`config.mk`:
```
export PLATFORM = sky130hd
export DESIGN_NAME = mlfp_top
export DESIGN_NICKNAME = d
export VERILOG_FILES = /design/src/rtl/mlfp_pkg.sv /design/src/rtl/mlfp_top.sv
export VERILOG_INCLUDE_DIRS = /design/src /design/src/rtl
export SDC_FILE = /design/constraint.sdc
export NUM_CORES = 1
export LEC_CHECK = 0
export ABC_AREA = 1
export BUFFER_PORTS_ARGS = -buffer_cell sky130_fd_sc_hd__buf_4
export CAP_MARGIN = 20
export CORE_MARGIN = 2
export CORE_UTILIZATION = 65
export DETAILED_ROUTE_END_ITERATION = 7
export PLACE_DENSITY = 0.89
export SLEW_MARGIN = 20
export SYNTH_ARGS = -nofsm -noshare
export SYNTH_HDL_FRONTEND = slang
export SYNTH_SLANG_ARGS = --single-unit
```
`constraint.sdc`:
```
create_clock -name pclk -period 26.5 [get_ports pclk]
set_input_delay 2.65 -clock pclk [delete_from_list [all_inputs] [get_ports pclk]]
set_output_delay 2.65 -clock pclk [all_outputs]
set_load 0.02 [all_outputs]
```
`src/rtl/mlfp_defs.svh`:
```
// Register offsets, field positions, reset values and timing constants.
`ifndef MLFP_DEFS_SVH
`define MLFP_DEFS_SVH
`define MLFP_OFF_CFG1   8'h00
`define MLFP_OFF_LIMIT  8'h04
`define MLFP_OFF_STAT   8'h08
`define MLFP_OFF_MASK   8'h0C
`define MLFP_OFF_STATE  8'h10
`define MLFP_OFF_CTRL   8'h14
`define MLFP_WAIT_HI    10
`define MLFP_WAIT_LO    7
`define MLFP_MODE_HI    6
`define MLFP_MODE_LO    3
`define MLFP_PTO_BIT    2
`define MLFP_PFQ_BIT    1
`define MLFP_SAT_BIT    0
`define MLFP_CFG1_RESET 11'h000
`define MLFP_LIMIT_RESET 3'h0
`define MLFP_ST_LOCK    0
`define MLFP_ST_RETRY   1
`define MLFP_ST_LATCH   2
`define MLFP_ST_PTO     3
`define MLFP_ST_PFQ     4
`define MLFP_ST_SAT     5
`define MLFP_CLK_PERIOD_NS 5
`define MLFP_NS_PER_MS  1000000
`define MLFP_UNIT_MS    100
`define MLFP_WAIT0_MS   300
`define MLFP_WAIT1_MS   500
`define MLFP_WAIT2_MS   1000
`define MLFP_STEP_MS    1000
`endif

```
`src/rtl/mlfp_pkg.sv`:
```
// Types of the motor lock fault policy block.
package mlfp_pkg;
    typedef enum logic [1:0] {
        MLFP_IDLE   = 2'b00,
        MLFP_WAIT   = 2'b01,
        MLFP_LATCH  = 2'b10,
        MLFP_REPORT = 2'b11
    } mlfp_state_e;
    typedef enum logic [2:0] {
        MLFP_ACT_LATCH_TRI = 3'b000,
        MLFP_ACT_LATCH_BRK = 3'b001,
        MLFP_ACT_RETRY_TRI = 3'b010,
        MLFP_ACT_RETRY_BRK = 3'b011,
        MLFP_ACT_REPORT    = 3'b100,
        MLFP_ACT_OFF       = 3'b101
    } mlfp_act_e;
    typedef struct packed {
        logic [31:0] prdata;
        logic        pready;
        logic        pslverr;
        logic [10:0] cfg;
        logic [2:0]  limit;
        logic [5:0]  status;
        logic [5:0]  mask;
        mlfp_state_e fsm;
        logic        brake;
        logic [2:0]  retry_cnt;
        logic [31:0] presc;
        logic [7:0]  units;
        logic        fault_n;
        logic        gate_off;
        logic [2:0]  low_on;
        logic        pto_f;
        logic        pfq_f;
        logic        sat_f;
        logic        irq;
    } mlfp_state_s;
endpackage

```
`src/rtl/mlfp_top.sv`:
```
// Motor lock fault policy: config register bank, lock response and retry engine.
`timescale 1ns/1ps
`include "mlfp_defs.svh"
module mlfp_top #(
    parameter int UNIT_CYCLES =
        (`MLFP_UNIT_MS * `MLFP_NS_PER_MS) / `MLFP_CLK_PERIOD_NS
) (
    input  wire logic        pclk,             // Clock, 200 MHz.
    input  wire logic        presetn,          // Asynchronous reset, active low.
    input  wire logic [7:0]  paddr,            // APB byte address.
    input  wire logic        psel,             // APB select.
    input  wire logic        penable,          // APB enable.
    input  wire logic        pwrite,           // APB direction, high for write.
    input  wire logic [31:0] pwdata,           // APB write data.
    output logic      [31:0] prdata,           // APB read data.
    output logic             pready,           // APB ready.
    output logic             pslverr,          // APB error on unmapped address.
    input  wire logic        lock_detect,      // Motor lock detected, level.
    input  wire logic        restart_ok,       // Motor restarted successfully.
    input  wire logic        probe_timeout_in, // Rotor probe timeout seen.
    input  wire logic        probe_freq_in,    // Rotor probe frequency error seen.
    input  wire logic        loop_sat_in,      // Current or speed loop saturated.
    output logic             fault_output_n,   // Fault pin, active low.
    output logic             gate_tristate,    // All gate drivers off.
    output logic      [2:0]  low_side_on,      // Low-side switches on for braking.
    output logic             probe_timeout_fault, // Gated probe timeout fault.
    output logic             probe_freq_fault,    // Gated probe frequency fault.
    output logic             loop_sat_flag,    // Gated loop saturation flag.
    output logic             irq               // Interrupt, active high level.
);
    mlfp_pkg::mlfp_state_s st_reg;
    mlfp_pkg::mlfp_state_s st_next;
    mlfp_pkg::mlfp_act_e   act;
    logic                  acc;
    logic                  wr;
    logic [7:0]            target;
    logic [5:0]            ev;
    logic [5:0]            clr;
    logic                  unit_tick;

    localparam logic [31:0] UNIT_LAST = 32'(UNIT_CYCLES - 1);

    // Retry wait in units of 100 ms for a given code.
    function automatic logic [7:0] wait_units(input logic [3:0] code);
        logic [7:0] u;
        u = 8'h00;
        if (code == 4'h0) begin
            u = 8'(`MLFP_WAIT0_MS / `MLFP_UNIT_MS);
        end else if (code == 4'h1) begin
            u = 8'(`MLFP_WAIT1_MS / `MLFP_UNIT_MS);
        end else if (code == 4'h2) begin
            u = 8'(`MLFP_WAIT2_MS / `MLFP_UNIT_MS);
        end else if (code == 4'hF) begin
            u = 8'(((`MLFP_STEP_MS * 13) / `MLFP_UNIT_MS));
        end else begin
            u = 8'(((`MLFP_STEP_MS * (int'(code) - 1)) / `MLFP_UNIT_MS));
        end
        return u;
    endfunction

    // Lock response action for a given mode code.
    function automatic mlfp_pkg::mlfp_act_e decode(input logic [3:0] m);
        mlfp_pkg::mlfp_act_e a;
        a = mlfp_pkg::MLFP_ACT_OFF;
        case (m)
            4'h0, 4'h1: a = mlfp_pkg::MLFP_ACT_LATCH_TRI;
            4'h2, 4'h3: a = mlfp_pkg::MLFP_ACT_LATCH_BRK;
            4'h4, 4'h5: a = mlfp_pkg::MLFP_ACT_RETRY_TRI;
            4'h6, 4'h7: a = mlfp_pkg::MLFP_ACT_RETRY_BRK;
            4'h8:       a = mlfp_pkg::MLFP_ACT_REPORT;
            default:    a = mlfp_pkg::MLFP_ACT_OFF;
        endcase
        return a;
    endfunction

    always_comb begin
        st_next = st_reg;
        act     = decode(st_reg.cfg[`MLFP_MODE_HI:`MLFP_MODE_LO]);
        target  = wait_units(st_reg.cfg[`MLFP_WAIT_HI:`MLFP_WAIT_LO]);
        acc     = psel && penable && st_reg.pready;
        wr      = acc && pwrite;
        ev      = 6'h00;
        clr     = 6'h00;
        unit_tick = 1'b0;
        // Zero wait states: ready rises in the first access cycle.
        st_next.pready  = psel && !penable;
        st_next.pslverr = 1'b0;
        if (psel && !penable) begin
            st_next.prdata = 32'h0000_0000;
            if (paddr == `MLFP_OFF_CFG1) begin
                st_next.prdata = {21'h00_0000, st_reg.cfg};
            end else if (paddr == `MLFP_OFF_LIMIT) begin
                st_next.prdata = {29'h0000_0000, st_reg.limit};
            end else if (paddr == `MLFP_OFF_STAT) begin
                st_next.prdata = {26'h000_0000, st_reg.status};
            end else if (paddr == `MLFP_OFF_MASK) begin
                st_next.prdata = {26'h000_0000, st_reg.mask};
            end else if (paddr == `MLFP_OFF_STATE) begin
                st_next.prdata = {24'h00_0000, st_reg.fsm, st_reg.brake,
                                  st_reg.retry_cnt, 2'b00};
            end else if (paddr == `MLFP_OFF_CTRL) begin
                st_next.prdata = 32'h0000_0000;
            end else begin
                st_next.pslverr = 1'b1;
            end
        end
        if (wr) begin
            if (paddr == `MLFP_OFF_CFG1) begin
                st_next.cfg = pwdata[10:0];
            end else if (paddr == `MLFP_OFF_LIMIT) begin
                st_next.limit = pwdata[2:0];
            end else if (paddr == `MLFP_OFF_STAT) begin
                clr = pwdata[5:0];
            end else if (paddr == `MLFP_OFF_MASK) begin
                st_next.mask = pwdata[5:0];
            end
        end
        if (st_reg.presc == UNIT_LAST) begin
            unit_tick = 1'b1;
        end
        case (st_reg.fsm)
            mlfp_pkg::MLFP_IDLE: begin
                st_next.presc = 32'h0000_0000;
                st_next.units = 8'h00;
                if (restart_ok) begin
                    st_next.retry_cnt = 3'h0;
                end
                if (lock_detect) begin
                    case (act)
                        mlfp_pkg::MLFP_ACT_LATCH_TRI: begin
                            st_next.fsm   = mlfp_pkg::MLFP_LATCH;
                            st_next.brake = 1'b0;
                            ev[`MLFP_ST_LOCK]  = 1'b1;
                            ev[`MLFP_ST_LATCH] = 1'b1;
                        end
                        mlfp_pkg::MLFP_ACT_LATCH_BRK: begin
                            st_next.fsm   = mlfp_pkg::MLFP_LATCH;
                            st_next.brake = 1'b1;
                            ev[`MLFP_ST_LOCK]  = 1'b1;
                            ev[`MLFP_ST_LATCH] = 1'b1;
                        end
                        mlfp_pkg::MLFP_ACT_RETRY_TRI,
                        mlfp_pkg::MLFP_ACT_RETRY_BRK: begin
                            // Code 7h and 6h brake; 4h and 5h tristate.
                            st_next.brake = (act == mlfp_pkg::MLFP_ACT_RETRY_BRK);
                            ev[`MLFP_ST_LOCK] = 1'b1;
                            if (st_reg.retry_cnt == st_reg.limit) begin
                                st_next.fsm = mlfp_pkg::MLFP_LATCH;
                                ev[`MLFP_ST_LATCH] = 1'b1;
                            end else begin
                                st_next.fsm = mlfp_pkg::MLFP_WAIT;
                            end
                        end
                        mlfp_pkg::MLFP_ACT_REPORT: begin
                            st_next.fsm   = mlfp_pkg::MLFP_REPORT;
                            st_next.brake = 1'b0;
                            ev[`MLFP_ST_LOCK] = 1'b1;
                        end
                        default: begin
                            st_next.fsm = mlfp_pkg::MLFP_IDLE;
                        end
                    endcase
                end
            end
            mlfp_pkg::MLFP_WAIT: begin
                st_next.presc = unit_tick ? 32'h0000_0000 : st_reg.presc + 32'h0000_0001;
                if (unit_tick) begin
                    st_next.units = st_reg.units + 8'h01;
                    // The wait ends when the selected time has elapsed.
                    if (st_reg.units + 8'h01 >= target) begin
                        st_next.fsm       = mlfp_pkg::MLFP_IDLE;
                        st_next.retry_cnt = st_reg.retry_cnt + 3'h1;
                        ev[`MLFP_ST_RETRY] = 1'b1;
                    end
                end
            end
            mlfp_pkg::MLFP_LATCH: begin
                if (wr && paddr == `MLFP_OFF_CTRL && pwdata[0]) begin
                    st_next.fsm       = mlfp_pkg::MLFP_IDLE;
                    st_next.retry_cnt = 3'h0;
                end
            end
            default: begin
                if (!lock_detect) begin
                    st_next.fsm = mlfp_pkg::MLFP_IDLE;
                end
            end
        endcase
        st_next.fault_n  = (st_next.fsm == mlfp_pkg::MLFP_IDLE);
        st_next.gate_off = ((st_next.fsm == mlfp_pkg::MLFP_WAIT) ||
                            (st_next.fsm == mlfp_pkg::MLFP_LATCH)) && !st_next.brake;
        st_next.low_on   = {3{((st_next.fsm == mlfp_pkg::MLFP_WAIT) ||
                            (st_next.fsm == mlfp_pkg::MLFP_LATCH)) && st_next.brake}};
        st_next.pto_f = probe_timeout_in && st_reg.cfg[`MLFP_PTO_BIT];
        st_next.pfq_f = probe_freq_in && st_reg.cfg[`MLFP_PFQ_BIT];
        st_next.sat_f = loop_sat_in && st_reg.cfg[`MLFP_SAT_BIT];
        ev[`MLFP_ST_PTO] = st_next.pto_f && !st_reg.pto_f;
        ev[`MLFP_ST_PFQ] = st_next.pfq_f && !st_reg.pfq_f;
        ev[`MLFP_ST_SAT] = st_next.sat_f && !st_reg.sat_f;
        // A new event wins over a clear in the same cycle.
        st_next.status = (st_reg.status & ~clr) | ev;
        st_next.irq    = |(st_next.status & st_next.mask);
    end

    always_ff @(posedge pclk or negedge presetn) begin
        if (!presetn) begin
            st_reg          <= '0;
            st_reg.cfg      <= `MLFP_CFG1_RESET;
            st_reg.limit    <= `MLFP_LIMIT_RESET;
            st_reg.fsm      <= mlfp_pkg::MLFP_IDLE;
            st_reg.fault_n  <= 1'b1;
        end else begin
            st_reg <= st_next;
        end
    end

    assign prdata              = st_reg.prdata;
    assign pready              = st_reg.pready;
    assign pslverr             = st_reg.pslverr;
    assign fault_output_n      = st_reg.fault_n;
    assign gate_tristate       = st_reg.gate_off;
    assign low_side_on         = st_reg.low_on;
    assign probe_timeout_fault = st_reg.pto_f;
    assign probe_freq_fault    = st_reg.pfq_f;
    assign loop_sat_flag       = st_reg.sat_f;
    assign irq                 = st_reg.irq;
endmodule

```
==> results.cfg <==
[min_path]
min_path_cells = 1
min-delay-start = st_reg[39]
min_path_type = reg -> reg

[logic_synthesis]
synth-seq-cells = 92
avgSynthCellArea_um2 = 6.60
synth-edff-count = 0
synth_top_area_frac = 0.240
post-synth-top-area-cell = dfrtp_1
netlist_area_mm2 = 0.00948
synthArstFlopShare = 1.00
synth.area.top_cells = dfrtp_1 (24%), nand2_1 (15%), inv_1 (8.9%)
synth_ff_type = dfrtp_1
synth_cell_types = 62
ys_top_cells_by_count = nand2_1 (372), inv_1 (225), nand3_1 (123), nor2_1 (106), dfrtp_1 (91)
yosys.cell_count.top_type = nand2_1
ys_seq_area_frac = 0.243
synthCells = 1436
ys_warn_count = 0

[timing]
post-route-period-util = 0.541
clock_skew_ps = 5.31
tightest_slew_ps = 775
max_freq_mhz = 69.8
slew_viol_final = 0
finalHoldViolCount = 0
rsz0062_at_grt = false
setup_tns_ps = 0
setup_viol = 0
slew_headroom = 0.478
fin_crit_ps = 14340

[final_layout]
seq_area_mm2 = 0.00230
diodes = 0
area_growth_pct = 6.30
multi_input_area_mm2 = 0.00591
design_area_mm2 = 0.0101
drive_above_1_share = 0.125
nNetsFinal = 1562
n_fill_cell = 1194
largest_register_ffs = 72

[power]
p_comb_frac = 0.663
finalPower_uw = 865
internal_power_uw = 415
power.share.clock = 0.152
powerDensity_mw_per_mm2 = 85.9
switchingPower_uw = 450
seqPwrFrac = 0.185
switching_share = 0.521
peakVddDrop_uv = 58.0
p_leak_nw = 5.30

[clock_network]
numCtsBuffers = 9
postCtsHoldBufs = 0
cts_tree = built
cts_resized = 0
cts.path.max_buffers = 2
cts.sinks = 92
cts_htree_levels = 3
cts.clk_slew.worst_paths_ps = 70
cts_root_buffer = clkbuf_16
worstSkewPairLatency_ps = 340
post_cts_buffers = 0

[worst_setup_path]
cpPeakStageDelay_ps = 520
arrival_ps = 14550
critPathLaunch = st_reg[77]
endpoint_kind = flop
path_max_fanout = 18
rr_worst_depth = 82
cp_common_cell = nand2_1
critPathSlowestCell = dfrtp_1
reg2reg_setup_slack_ps = 12160
cp.required_ps = 26710
reg2reg_from = st_reg[77]
r2r_end = irq
crit_path_end = irq
crit_type = reg -> reg
start_kind = flop

[placed_design]
place_area_mm2 = 0.00976
place_congestion = 0.921
port_buffers = 50
dp_hpwl_um = 17100

[global_routing]
grt_pass1_vias = 8781
grt_pass1_wl_um = 38300
grt_antenna_before_repair = 0
grt-ovfl-total = 0
grt_max_degree = 57
grt.total_usage = 0.285

[detailed_routing]
firstDrtPassIters = 7
drtIter0Drc = 750
drt-total-wl_um = 21800
wl_per_cell_um = 13.2
vias = 9210
via_per_inst = 5.57
drtAntennaViolNets = 0
drc = 0

[die]
die_h_um = 125
start_util = 0.659
rows = 44
core_mm2 = 0.0144
die_x_um = 125
ios = 93
die-area_mm2 = 0.0156

[status]
status = finished clean

[run]
drv_cap = 0
[cell families (layout without fill, tap and decap cells)]
group	after synthesis	in the layout	share of synthesized area
XOR/XNOR	36	36	0.0353
adder cells (fa/ha/maj)	48	48	0.0689
other	1	21	0.000396
flip-flops	92	92	0.243
buffers and inverters	301	314	0.141
AND/OR/NAND/NOR	767	767	0.390
AO/OA/AOI/OAI	191	191	0.121
[cell type report]
cell class,count,area share
inverter,246,0.0919
clock buffer,9,0.0224
sequential,92,0.229
clock inverter,7,0.00832
tap,184,0.0229
multi-input combinational,1063,0.587
timing repair buffer,52,0.0388
[critical path, delay by kind of cell, from the launching register on]
| family | cells | cell delay (ps) |
|---|---|---|
| xor+xnor | 2 | 520 |
| simple gates | 55 | 7050 |
| fa+ha+maj | 7 | 2570 |
| buf+inv | 6 | 660 |
| compound gates | 12 | 2820 |
| flops | 1 | 520 |
[metal layers]
metal	share of wire	vias up	wire, um	global-route usage
li1	-	4652	-	-
met5	0	-	0	0
met1	0.43	4196	9340	0.356
met2	0.49	313	10700	0.511
met3	0.055	49	1200	0.0296
met4	0.024	0	532	0.102
[power groups by stage]
stage                     Sequential (mW)  Combinational, mW  Clock, mW
after floorplan                     0.160              0.484          0
after global placement              0.161              0.548          0
after detailed placement            0.162              0.563          0
after CTS                           0.160              0.566      0.132
after global routing                0.161              0.655      0.138
final                               0.160              0.574      0.131
[placed cells by master, fill, tap and decap left out, drive strengths merged, types with 3 or more instances in the layout]
cell    count
o32ai       5
a41oi       3
o21ai      83
buf        52
o22ai      21
o31ai       7
fa          7
clkinv      8
nand4      37
inv       243
nand3b      6
a21oi      42
dfrtp      91
nor3       25
xor2       29
xnor2       7
o21a        9
nand3     143
or2         4
o211ai      5
conb       21
nor2      125
nand2     417
ha         41
clkbuf      9
a221oi      3
nor4        6
[worst min path at each step]
stage,endpoint,slack (ps)
global placement,prdata[1],470
floorplan,prdata[10],450
detailed placement,prdata[1],480
finish,st_reg[39],500
CTS,prdata[1],500
global route,st_reg[64],520
[through the flow]
stage,util,hold slack (ps),std cells,worst slack [ps]
after floorplan,-,453,1456,14860
after global placement,0.679,471,1636,12660
after detailed placement,0.679,480,1636,12340
after CTS,0.700,496,1652,12290
after global routing,0.701,523,1653,10520
final,0.701,500,1653,12160
Note: power is estimated with default switching activity, not from simulation.
